## config.mk

```make
export PLATFORM = sky130hd
export DESIGN_NAME = inline_security_control
export DESIGN_NICKNAME = d
export VERILOG_FILES = /design/src/rtl/inline_security_pkg.sv /design/src/rtl/security_word_reg.sv /design/src/rtl/inline_security_control.sv
export SDC_FILE = /design/constraint.sdc
export NUM_CORES = 1
export LEC_CHECK = 0
export ABC_AREA = 1
export BUFFER_PORTS_ARGS = -buffer_cell sky130_fd_sc_hd__buf_2
export CAP_MARGIN = 5
export CORE_MARGIN = 3
export CORE_UTILIZATION = 51
export DETAILED_ROUTE_END_ITERATION = 8
export GPL_ROUTABILITY_DRIVEN = 1
export GPL_TIMING_DRIVEN = 0
export PLACE_DENSITY = 0.78
export SLEW_MARGIN = 20
export SYNTH_ARGS = -nofsm -noshare
export SYNTH_HDL_FRONTEND = slang
export SYNTH_SLANG_ARGS = --single-unit
```

## constraint.sdc

```tcl
create_clock -name mclk -period 2.4 [get_ports mclk]
set_input_delay 0.36 -clock mclk [delete_from_list [all_inputs] [get_ports mclk]]
set_output_delay 0.36 -clock mclk [all_outputs]
set_load 0.01 [all_outputs]
```

## src/rtl/inline_security_pkg.sv

```systemverilog
// Package with register map, field layout and reset values of the security control block.
package inline_security_pkg;
  localparam logic [5:0] security_control_main_addr = 6'h19;
  localparam logic [5:0] security_length_offsets_addr = 6'h1A;
  localparam int mode_lsb = 0;
  localparam int tag_code_lsb = 2;
  localparam int receive_key_bit = 5;
  localparam int transmit_key_bit = 6;
  localparam int standalone_key_bit = 7;
  localparam int prefix_sel_bit = 8;
  localparam int guard_en_bit = 9;
  localparam int receive_offset_lsb = 0;
  localparam int transmit_offset_lsb = 8;
  localparam logic [15:0] main_writable_mask = 16'h03FF;
  localparam logic [15:0] offsets_writable_mask = 16'h7F7F;
  localparam logic [15:0] main_reset_value = 16'h03C4;
  localparam logic [15:0] offsets_reset_value = 16'h0000;
  localparam logic [2:0] tag_code_reserved = 3'h0;

  typedef enum logic [1:0] {
    mode_off,
    mode_cbc_mac,
    mode_ctr,
    mode_ccm
  } protect_mode_e;

  typedef struct packed {
    logic receive_buffer_guard_en;
    logic mac_length_prefix_sel;
    logic standalone_key_choice;
    logic transmit_key_choice;
    logic receive_key_choice;
    logic [2:0] tag_length_code;
    protect_mode_e inline_protect_mode;
  } security_cfg_s;

  typedef struct packed {
    logic [6:0] transmit_clear_offset;
    logic [6:0] receive_clear_offset;
  } offsets_cfg_s;

  typedef struct packed {
    logic use_prefix;
    logic [4:0] tag_bytes;
    logic [6:0] tx_skip;
    logic [6:0] rx_skip;
  } engine_setup_s;
endpackage

```

## src/rtl/security_word_reg.sv

```systemverilog
// One 16-bit configuration word with a write mask and reset value.
`timescale 1ns/1ns
module security_word_reg
  import inline_security_pkg::*;
#(
  parameter logic [15:0] reset_value = 16'h0000,
  parameter logic [15:0] writable_mask = 16'hFFFF
) (
  input wire logic mclk,
  input wire logic resetn,
  input wire logic write_en,
  input wire logic [15:0] write_data,
  output logic [15:0] word
);
  logic [15:0] word_reg;
  logic [15:0] word_next;

  always_comb begin
    word_next = word_reg;
    if (write_en) begin
      // Reserved positions are forced low so they always read back as zero.
      word_next = write_data & writable_mask; // [RL12]
    end
  end

  always_ff @(posedge mclk or negedge resetn) begin
    if (!resetn) begin
      word_reg <= reset_value;
    end else begin
      word_reg <= word_next;
    end
  end

  assign word = word_reg;
endmodule // security_word_reg

```

## src/rtl/inline_security_control.sv

```systemverilog
// Security control register pair and the derived setup for the in-line cipher engine.
// Summary of operation
// [RL1] Mode field: off, CBC-MAC, CTR, CCM.
// [RL2] Tag length code equals (M-2)/2, reset 1.
// [RL3] Key bits choose key zero or one.
// [RL4] Prefix bit adds length byte before MAC.
// [RL5] Prefix bit ignored inside CCM mode.
// [RL6] Host sets prefix bit for frame MAC.
// [RL7] Host clears buffer guard when unused.
// [RL8] Transmit offset counts cleartext bytes before processing.
// [RL9] Receive offset counts cleartext bytes before processing.
// [RL10] Offsets ignored in stand-alone operations; reset zero. Code zeroes only the skips; the prefix byte still uses them.
// [RL11] Host writes zeros to reserved bits.
// [RL12] Fields read and write; reserved read zero.
`timescale 1ns/1ns
module inline_security_control
  import inline_security_pkg::*;
(
  input wire logic mclk,
  input wire logic resetn,
  input wire logic reg_write,
  input wire logic reg_read,
  input wire logic [5:0] reg_addr,
  input wire logic [15:0] reg_wdata,
  input wire logic standalone_op,
  input wire logic transmit_dir,
  input wire logic [6:0] packet_length,
  output logic [15:0] reg_rdata,
  output logic reg_hit,
  output security_cfg_s security_cfg,
  output offsets_cfg_s offsets_cfg,
  output engine_setup_s engine_setup,
  output logic [7:0] mac_prefix_byte,
  output logic [6:0] active_key_select,
  output logic tag_code_invalid
);
  logic [15:0] main_word;
  logic [15:0] offsets_word;
  logic main_we;
  logic offsets_we;
  logic [15:0] rdata_reg;
  logic [15:0] rdata_next;
  logic hit_reg;
  logic hit_next;
  engine_setup_s setup_reg;
  engine_setup_s setup_next;
  logic [7:0] prefix_reg;
  logic [7:0] prefix_next;
  logic [6:0] key_reg;
  logic [6:0] key_next;
  logic invalid_reg;
  logic invalid_next;
  security_cfg_s cfg_reg;
  security_cfg_s cfg_next;
  offsets_cfg_s off_reg;
  offsets_cfg_s off_next;
  logic [6:0] tx_auth_length;

  // Reserved write bits are masked inside each word; the host is expected to send zeros.
  assign main_we = reg_write && (reg_addr == security_control_main_addr); // [RL11]
  assign offsets_we = reg_write && (reg_addr == security_length_offsets_addr);

  security_word_reg #(
    .reset_value(main_reset_value),
    .writable_mask(main_writable_mask)
  ) main_reg_inst (
    .mclk(mclk),
    .resetn(resetn),
    .write_en(main_we),
    .write_data(reg_wdata),
    .word(main_word)
  );

  security_word_reg #(
    .reset_value(offsets_reset_value),
    .writable_mask(offsets_writable_mask)
  ) offsets_reg_inst (
    .mclk(mclk),
    .resetn(resetn),
    .write_en(offsets_we),
    .write_data(reg_wdata),
    .word(offsets_word)
  );

  always_comb begin
    rdata_next = rdata_reg;
    hit_next = 1'b0;
    if (reg_read) begin
      hit_next = 1'b1;
      case (reg_addr)
        security_control_main_addr: begin
          rdata_next = main_word; // [RL12]
        end
        security_length_offsets_addr: begin
          rdata_next = offsets_word; // [RL12]
        end
        default: begin
          rdata_next = 16'h0000;
          hit_next = 1'b0;
        end
      endcase
    end
  end

  always_comb begin
    cfg_next.inline_protect_mode = protect_mode_e'(main_word[mode_lsb +: 2]); // [RL1]
    cfg_next.tag_length_code = main_word[tag_code_lsb +: 3]; // [RL2]
    cfg_next.receive_key_choice = main_word[receive_key_bit]; // [RL3]
    cfg_next.transmit_key_choice = main_word[transmit_key_bit]; // [RL3]
    cfg_next.standalone_key_choice = main_word[standalone_key_bit]; // [RL3]
    cfg_next.mac_length_prefix_sel = main_word[prefix_sel_bit];
    // The guard bit is kept as written; the host decides when to drop it.
    cfg_next.receive_buffer_guard_en = main_word[guard_en_bit]; // [RL7]
    off_next.transmit_clear_offset = offsets_word[transmit_offset_lsb +: 7]; // [RL8]
    off_next.receive_clear_offset = offsets_word[receive_offset_lsb +: 7]; // [RL9]
  end

  always_comb begin
    // A reserved code is flagged and not corrected; the engine is given 2 tag bytes for it, the formula value for code 0.
    case (cfg_next.tag_length_code)
      3'h1: begin
        setup_next.tag_bytes = 5'h04; // [RL2]
      end
      3'h2: begin
        setup_next.tag_bytes = 5'h06; // [RL2]
      end
      3'h3: begin
        setup_next.tag_bytes = 5'h08; // [RL2]
      end
      3'h4: begin
        setup_next.tag_bytes = 5'h0A; // [RL2]
      end
      3'h5: begin
        setup_next.tag_bytes = 5'h0C; // [RL2]
      end
      3'h6: begin
        setup_next.tag_bytes = 5'h0E; // [RL2]
      end
      3'h7: begin
        setup_next.tag_bytes = 5'h10; // [RL2]
      end
      default: begin
        setup_next.tag_bytes = 5'h02;
      end
    endcase
    invalid_next = (cfg_next.tag_length_code == tag_code_reserved); // [RL2]
    // Only CBC-MAC mode takes the prefix byte, with or without stand-alone operation; the CCM MAC stage never does.
    case (cfg_next.inline_protect_mode)
      mode_cbc_mac: begin
        setup_next.use_prefix = cfg_next.mac_length_prefix_sel; // [RL4] [RL6]
      end
      mode_ccm: begin
        setup_next.use_prefix = 1'b0; // [RL5]
      end
      default: begin
        setup_next.use_prefix = 1'b0;
      end
    endcase
    // A frame shorter than its offset plus two wraps modulo 128; the host must not set that up.
    tx_auth_length = packet_length - off_next.transmit_clear_offset - 7'h02; // [RL4]
    if (standalone_op) begin
      setup_next.tx_skip = 7'h00; // [RL10]
      setup_next.rx_skip = 7'h00; // [RL10]
    end else begin
      setup_next.tx_skip = off_next.transmit_clear_offset; // [RL8]
      setup_next.rx_skip = off_next.receive_clear_offset; // [RL9]
    end
    if (!setup_next.use_prefix) begin
      prefix_next = 8'h00;
    end else if (transmit_dir) begin
      prefix_next = {1'b0, tx_auth_length}; // [RL4]
    end else begin
      prefix_next = {1'b0, off_next.receive_clear_offset}; // [RL4]
    end
    key_next = {4'h0, cfg_next.standalone_key_choice, cfg_next.transmit_key_choice,
                cfg_next.receive_key_choice}; // [RL3]
  end

  always_ff @(posedge mclk or negedge resetn) begin
    if (!resetn) begin
      rdata_reg <= 16'h0000;
      hit_reg <= 1'b0;
    end else begin
      rdata_reg <= rdata_next;
      hit_reg <= hit_next;
    end
  end

  always_ff @(posedge mclk or negedge resetn) begin
    if (!resetn) begin
      cfg_reg <= security_cfg_s'(main_reset_value[9:0]);
      off_reg <= '0;
    end else begin
      cfg_reg <= cfg_next;
      off_reg <= off_next;
    end
  end

  // The derived setup reads zero in reset and shows the reset settings one edge after release.
  always_ff @(posedge mclk or negedge resetn) begin
    if (!resetn) begin
      setup_reg <= '0;
      prefix_reg <= 8'h00;
      key_reg <= 7'h00;
      invalid_reg <= 1'b0;
    end else begin
      setup_reg <= setup_next;
      prefix_reg <= prefix_next;
      key_reg <= key_next;
      invalid_reg <= invalid_next;
    end
  end

  assign reg_rdata = rdata_reg;
  assign reg_hit = hit_reg;
  assign security_cfg = cfg_reg;
  assign offsets_cfg = off_reg;
  assign engine_setup = setup_reg;
  assign mac_prefix_byte = prefix_reg;
  assign active_key_select = key_reg;
  assign tag_code_invalid = invalid_reg;
endmodule // inline_security_control

```

==> insert_results.sql, run 1 <==
INSERT INTO impl_metrics (metric_group, metric, value, unit) VALUES
('global_route', 'groute.layer.met1.usage', '0.271', ''),
('routing', 'number_of_nets_still_failing_antenna_checks_after_routing', '0', ''),
('routing', 'postRouteWirelength', '8400', 'um'),
('worst_setup_path', 'cell_with_the_largest_stage_delay_on_the_worst_path', 'sky130_fd_sc_hd__dfrtp_1', ''),
('clocking', 'clock_tree_from_tritoncts', 'done', ''),
('logic_synthesis', 'syn-instance-count', '358', ''),
('hold_path', 'hp-class', 'in -> reg', ''),
('worst_setup_path', 'critPathTopFamily', 'adder cells', ''),
('cells_and_area', 'net_count_final', '527', ''),
('worst_setup_path', 'worstPathRequired', '2.69', 'ns'),
('routing', 'routedWlPerCell', '14.5', 'um'),
('logic_synthesis', 'post_synth.cell_area_avg', '10.4', 'um^2'),
('worst_setup_path', 'endpoint_kind', 'register', ''),
('worst_setup_path', 'crit_arrival', '2.21', 'ns'),
('global_route', 'gr-usage-all-layers', '0.214', ''),
('clocking', 'cts_buffer_depth', '2', ''),
('global_route', 'grt_antenna_before_repair', '0', ''),
('logic_synthesis', 'synth_edf_count', '0', ''),
('logic_synthesis', 'number_of_register_bits_inferred_by_synthesis', '93', ''),
('floorplanning', 'core', '6940', 'um^2'),
('clocking', 'clock_insertion_delay_worst_skew', '0.36', 'ns'),
('clocking', 'clk_pin_slew_worst_paths', '0.10', 'ns'),
('logic_synthesis', 'synth_flop_cell', 'sky130_fd_sc_hd__dfrtp_1', ''),
('timing', 'slew_violations', '0', ''),
('global_route', 'busiest_layer', 'met2', ''),
('worst_setup_path', 'timing.critical_path.fanout_max', '3', ''),
('clocking', 'htreeDepth', '3', ''),
('timing', 'layout_min_cycle_time', '1.91', 'ns'),
('timing', 'hold-worst-slack', '0.212', 'ns'),
('cells_and_area', 'flip_flop_count_of_the_largest_register_all_copies_and_words_added', '19', ''),
('floorplanning', 'die_height', '91.6', 'um'),
('timing', 'timing.clock.skew', '0.0174', 'ns'),
('run', 'maxCapViolations', '0', ''),
('power_and_ir_drop', 'power_density_relative_to_cell_area', '845', 'nW/um^2'),
('floorplanning', 'io-pin-count', '112', ''),
('global_route', 'grt_first_pass_wirelength', '13900', 'um'),
('timing', 'rsz_0062_raised_after_global_routing', 'false', ''),
('placement', 'port_buffers', '103', ''),
('floorplanning', 'width_of_the_die', '91.6', 'um'),
('worst_setup_path', 'critical_path_class', 'reg -> reg', ''),
('global_route', 'gr-usage-met2', '0.361', ''),
('routing', 'detail_route.vias_per_cell', '4.76', ''),
('timing', 'fmaxAchievable', '522', 'MHz'),
('floorplanning', 'floorplan.die_area', '8390', 'um^2'),
('worst_setup_path', 'crit_buf_inv', '3', ''),
('worst_setup_path', 'crit_path_frequent_cell', 'sky130_fd_sc_hd__inv_1', ''),
('cells_and_area', 'layout-area-overhead-vs-synth', '24.7', '%'),
('power_and_ir_drop', 'leakage', '2.54', 'nW'),
('timing', 'layout_worst_path_cycle_share', '0.798', ''),
('worst_setup_path', 'critical_path_cell_list', 'ha_1 > inv_1 > ha_1 > fa_1 > nand2_1 > inv_1 > o21ai_0 > o211ai_1 > inv_1', ''),
('floorplanning', 'floorplan.initialDensity', '0.538', ''),
('routing', 'via_count', '2765', ''),
('cells_and_area', 'antenna_cells', '0', ''),
('clocking', 'cts-root-buf', 'sky130_fd_sc_hd__clkbuf_8', ''),
('timing', 'slew-limit-headroom', '0.615', ''),
('status', 'status', 'completed', ''),
('global_route', 'grt_start_max_net_pins', '59', ''),
('placement', 'detailed_place_hpwl', '6240', 'um'),
('placement', 'finalWeightedCongestion', '0.808', ''),
('clocking', 'cts_inserted_buffers', '9', ''),
('global_route', 'met3_usage', '0.0541', ''),
('logic_synthesis', 'synth_seq_area_share', '0.626', ''),
('timing', 'timing_hold_violations_final', '0', ''),
('routing', 'post_route_drc_violation_count', '0', ''),
('logic_synthesis', 'postSynth.asyncResetShare', '1.00', ''),
('clocking', 'cts-resized-gates', '0', ''),
('worst_setup_path', 'worst_setup_path_start_kind', 'register', ''),
('logic_synthesis', 'syn_area', '3740', 'um^2'),
('logic_synthesis', 'yosys_warnings', '0', ''),
('cells_and_area', 'utilization', '0.671', ''),
('global_route', 'first_global_vias', '2797', '');
through the flow:
stage	worst slack (ns)	area, um^2	cells	total power, W
2_1_floorplan	0.651	3760	364	0.00244
3_3_place_gp	0.224	4400	563	0.00278
3_5_place_dp	0.462	4430	564	0.00282
4_1_cts	0.490	4660	581	0.00397
5_1_grt	0.342	4660	581	0.00417
6_report	0.485	4660	581	0.00394
metal layers:
metal,wire length [um],vias to the layer above,part of all wire
li1,-,1348,-
met1,3470,1311,0.41
met2,4210,99,0.50
met3,623,7,0.074
met4,96,0,0.011
met5,0,-,0
cells in the final DEF (no fill, tap or decap), types with 2 or more instances in the layout:
| master | instances |
|---|---|
| sky130_fd_sc_hd__a211oi_1 | 3 |
| sky130_fd_sc_hd__a21oi_1 | 11 |
| sky130_fd_sc_hd__a31oi_1 | 4 |
| sky130_fd_sc_hd__buf_2 | 104 |
| sky130_fd_sc_hd__buf_4 | 9 |
| sky130_fd_sc_hd__buf_6 | 3 |
| sky130_fd_sc_hd__bufinv_16 | 2 |
| sky130_fd_sc_hd__clkbuf_1 | 4 |
| sky130_fd_sc_hd__clkbuf_8 | 10 |
| sky130_fd_sc_hd__conb_1 | 7 |
| sky130_fd_sc_hd__dfrtp_1 | 83 |
| sky130_fd_sc_hd__dfstp_2 | 10 |
| sky130_fd_sc_hd__ha_1 | 11 |
| sky130_fd_sc_hd__inv_1 | 53 |
| sky130_fd_sc_hd__nand2_1 | 65 |
| sky130_fd_sc_hd__nand2_2 | 2 |
| sky130_fd_sc_hd__nand3_1 | 12 |
| sky130_fd_sc_hd__nor2_1 | 35 |
| sky130_fd_sc_hd__nor2_4 | 2 |
| sky130_fd_sc_hd__nor3_1 | 2 |
| sky130_fd_sc_hd__o21ai_0 | 20 |
| sky130_fd_sc_hd__o21ai_1 | 3 |
| sky130_fd_sc_hd__o21ai_2 | 10 |
| sky130_fd_sc_hd__o31ai_1 | 5 |
| sky130_fd_sc_hd__xor2_1 | 2 |
cell usage after synthesis (4+ instances only):
library cell	count	area [um^2]
sky130_fd_sc_hd__a21oi_1	11	55.1
sky130_fd_sc_hd__a31oi_1	4	25.0
sky130_fd_sc_hd__buf_4	8	60.1
sky130_fd_sc_hd__dfrtp_1	83	2080
sky130_fd_sc_hd__dfstp_2	10	263
sky130_fd_sc_hd__ha_1	11	138
sky130_fd_sc_hd__inv_1	53	199
sky130_fd_sc_hd__nand2_1	65	244
sky130_fd_sc_hd__nand3_1	12	60.1
sky130_fd_sc_hd__nor2_1	35	131
sky130_fd_sc_hd__o21ai_0	20	100
sky130_fd_sc_hd__o21ai_2	10	87.6
sky130_fd_sc_hd__o31ai_1	5	37.5
kinds of logic (layout without fill, tap and decap cells):
kind of cell	after synthesis	in the layout	share of synthesized area
and+or+nand+nor	123	123	0.145
DFF	93	93	0.626
buffers and inverters	70	191	0.0880
AOI/OAI and AO/OA	57	57	0.0937
adders and majority gates	12	12	0.0422
xor gates and xnor gates	2	2	0.00469
other	1	7	0.00100
final timing paths:
kind,endpoint,from,cells after the start
worst max-delay path,mac_prefix_byte[3],offsets_reg_inst.word[9],9
worst min-delay path,offsets_reg_inst.word[13],reg_wdata[13],3
worst max register to register,mac_prefix_byte[3],offsets_reg_inst.word[9],9
worst min register to register,security_cfg[9],main_reg_inst.word[9],0
max in group asynchronous,main_reg_inst.word[9],resetn,3
min in group asynchronous,tag_code_invalid,resetn,2
worst register-to-register path: stages, from the launching register on:
cell and delay, ns:
sky130_fd_sc_hd__dfrtp_1 0.43, sky130_fd_sc_hd__ha_1 0.29, sky130_fd_sc_hd__inv_1 0.04, sky130_fd_sc_hd__ha_1 0.23, sky130_fd_sc_hd__fa_1 0.42, sky130_fd_sc_hd__nand2_1 0.08, sky130_fd_sc_hd__inv_1 0.03, sky130_fd_sc_hd__o21ai_0 0.14
sky130_fd_sc_hd__o211ai_1 0.10, sky130_fd_sc_hd__inv_1 0.08
power breakdown:
group | total [W] | leakage [nW] | internal, W | switching (W)
sequential | 0.00196 | 1.10 | 0.00183 | 0.000124
clock | 0.00115 | 0.114 | 0.000620 | 0.000534
combinational | 0.000826 | 1.32 | 0.000327 | 0.000498
total | 0.00394 | 2.54 | 0.00278 | 0.00116
final cells by class:
class | instances | area (um^2)
Sequential cell | 93 | 2340
Fill cell | 547 | 2280
Multi-Input combinational cell | 201 | 1090
Timing Repair Buffer | 105 | 556
Inverter | 53 | 199
Clock buffer | 11 | 141
Buffer | 17 | 130
Tap cell | 96 | 120
Clock inverter | 5 | 82.6
timing repair:
action / 4_1_cts / 5_1_grt
buffers inserted: 0 / 0
endpoints found under the setup margin: 0 / 0
endpoints found under the hold margin: 30 / 0
hold buffers: 1 / 0
(Power assumes the default switching activity.)
==> run 2: changes to the inputs <==
- clock period: 2.4 -> 2 ns (I/O delays scaled with it)
==> insert_results.sql, run 2 (synthesis gave the netlist of run 1 again) <==
INSERT INTO impl_metrics (metric_group, metric, value, unit) VALUES
('floorplanning', 'io-pin-count', '112', ''),
('cells_and_area', 'most-common-layout-cells', '104 x sky130_fd_sc_hd__buf_2, 83 x sky130_fd_sc_hd__dfrtp_1, 65 x sky130_fd_sc_hd__nand2_1', ''),
('timing', 'finalWorstSetupSlack', '0.123', 'ns'),
('timing', 'fmaxAchievable', '533', 'MHz'),
('routing', 'postRouteWirelength', '8390', 'um'),
('clocking', 'cts_inserted_buffers', '9', ''),
('global_route', 'grt_start_max_net_pins', '59', ''),
('global_route', 'grt_antenna_before_repair', '0', ''),
('routing', 'detail_route.first_pass.iterations', '4', ''),
('routing', 'routedWlPerCell', '14.4', 'um'),
('timing', 'number_of_failing_setup_endpoints_in_the_final_timing_report', '0', ''),
('clocking', 'clk_pin_slew_worst_paths', '0.10', 'ns'),
('hold_path', 'hp-class', 'in -> reg', ''),
('power_and_ir_drop', 'leakage', '2.54', 'nW'),
('worst_setup_path', 'crit_arrival', '2.13', 'ns'),
('routing', 'detail_route.vias_per_cell', '4.76', ''),
('timing', 'rsz_0062_raised_after_global_routing', 'false', ''),
('clocking', 'post_cts_buffers', '0', ''),
('cells_and_area', 'drive_above_1_share', '0.334', ''),
('global_route', 'grt_first_pass_wirelength', '13900', 'um'),
('timing', 'timing_hold_violations_final', '0', ''),
('timing', 'max_slew.worst_pin.slew', '0.578', 'ns'),
('floorplanning', 'floorplan.initialDensity', '0.538', ''),
('power_and_ir_drop', 'power_density_relative_to_cell_area', '1010', 'nW/um^2'),
('power_and_ir_drop', 'irDropWorstVdd', '0.407', 'mV'),
('clocking', 'clock_insertion_delay_worst_skew', '0.36', 'ns'),
('clocking', 'cts-root-buf', 'sky130_fd_sc_hd__clkbuf_8', ''),
('worst_setup_path', 'worstPathRequired', '2.25', 'ns'),
('cells_and_area', 'layout_commonest_cell', 'sky130_fd_sc_hd__buf_2', ''),
('worst_setup_path', 'worst_setup_path_start_kind', 'register', ''),
('cells_and_area', 'final_cell_count_no_fill', '581', ''),
('floorplanning', 'width_of_the_die', '91.6', 'um'),
('clocking', 'clock_tree_from_tritoncts', 'done', ''),
('clocking', 'clock_sink_count', '93', ''),
('floorplanning', 'core', '6940', 'um^2'),
('timing', 'slew_violations', '0', ''),
('cells_and_area', 'flip_flop_count_of_the_largest_register_all_copies_and_words_added', '19', ''),
('timing', 'slew-limit-headroom', '0.615', ''),
('cells_and_area', 'antenna_cells', '0', ''),
('clocking', 'cts_buffer_depth', '2', ''),
('routing', 'number_of_nets_still_failing_antenna_checks_after_routing', '0', ''),
('timing', 'layout_worst_path_cycle_share', '0.938', ''),
('global_route', 'gr-usage-all-layers', '0.214', ''),
('floorplanning', 'core.rowCount', '30', ''),
('timing', 'hold-worst-slack', '0.154', 'ns'),
('routing', 'post_route_drc_violation_count', '0', ''),
('placement', 'port_buffers', '103', ''),
('cells_and_area', 'n_fill_cell', '546', ''),
('timing', 'timing.clock.skew', '0.0174', 'ns'),
('placement', 'detailed_place_hpwl', '6240', 'um'),
('worst_setup_path', 'timing.critical_path.fanout_max', '3', ''),
('global_route', 'grt_remaining_overflow', '0', ''),
('routing', 'initialDrtViolationCount', '143', ''),
('timing', 'layout_min_cycle_time', '1.88', 'ns'),
('clocking', 'htreeDepth', '3', ''),
('global_route', 'first_global_vias', '2797', ''),
('cells_and_area', 'net_count_final', '527', ''),
('routing', 'via_count', '2763', ''),
('worst_setup_path', 'critical_path_class', 'reg -> reg', ''),
('placement', 'finalWeightedCongestion', '0.808', ''),
('run', 'maxCapViolations', '0', ''),
('floorplanning', 'die_height', '91.6', 'um'),
('placement', 'pre_cts_ws', '0.122', 'ns'),
('worst_setup_path', 'endpoint_kind', 'register', ''),
('floorplanning', 'floorplan.die_area', '8390', 'um^2'),
('cells_and_area', 'layout-area-overhead-vs-synth', '24.7', '%'),
('placement', 'place.detailed.instances', '564', ''),
('status', 'status', 'completed', '');
## run 2: cell counts in the layout (fill, tap and decap cells not counted)
Identical to the previous run, type by type.
## run 2: per-layer routing
metal,vias up,routed length (um),global-route usage
li1,1349,-,-
met1,1312,3490,0.271
met2,93,4180,0.361
met3,9,586,0.0541
met4,0,125,0.0666
met5,-,0,0
## run 2: cell type report
cell class / count / area, um^2 / share of cell area
inverter: 53 / 199 / 0.0427
clock inverter: 5 / 82.6 / 0.0177
buffer: 17 / 130 / 0.0279
sequential: 93 / 2340 / 0.502
tap: 96 / 120 / 0.0258
clock buffer: 11 / 141 / 0.0303
timing repair buffer: 105 / 556 / 0.119
multi-input combinational: 201 / 1090 / 0.235
## run 2: what timing repair did
item | CTS | global route
hold endpoints to repair | 30 | 0
endpoints found under the setup margin | 0 | 2
hold buffers | 1 | 0
gates resized for setup | 0 | 1
## run 2: critical path, stage by stage (launching register included)
cell and delay (ns):
sky130_fd_sc_hd__dfrtp_1 0.43, sky130_fd_sc_hd__ha_1 0.29, sky130_fd_sc_hd__inv_1 0.04, sky130_fd_sc_hd__ha_1 0.23, sky130_fd_sc_hd__fa_2 0.53, sky130_fd_sc_hd__nor2_1 0.04
sky130_fd_sc_hd__a211oi_1 0.20
## run 2: where the power goes
group | total, W | switching, W | internal [W]
sequential | 0.00235 | 0.000149 | 0.00220
combinational | 0.000993 | 0.000599 | 0.000394
clock | 0.00138 | 0.000638 | 0.000744
## run 2: stage by stage
step	power [W]	util	instance area (um^2)	TNS [ns]
after detailed placement	0.00338	0.637	4430	0
after floorplan	0.00293	-	3760	0
final	0.00472	0.672	4660	0
after global placement	0.00333	0.633	4400	-9.27
after CTS	0.00476	0.671	4660	0
after global routing	0.00501	0.672	4660	0
## run 2: worst paths after layout
path,start,endpoint,slack [ns],cells past startpoint
min in group asynchronous,resetn,tag_code_invalid,0.42,2
min reg2reg,main_reg_inst.word[9],security_cfg[9],0.37,0
max in group asynchronous,resetn,main_reg_inst.word[9],0.90,3
max reg2reg,offsets_reg_inst.word[9],mac_prefix_byte[2],0.12,6
min,reg_wdata[13],offsets_reg_inst.word[13],0.15,3
max,offsets_reg_inst.word[9],mac_prefix_byte[2],0.12,6
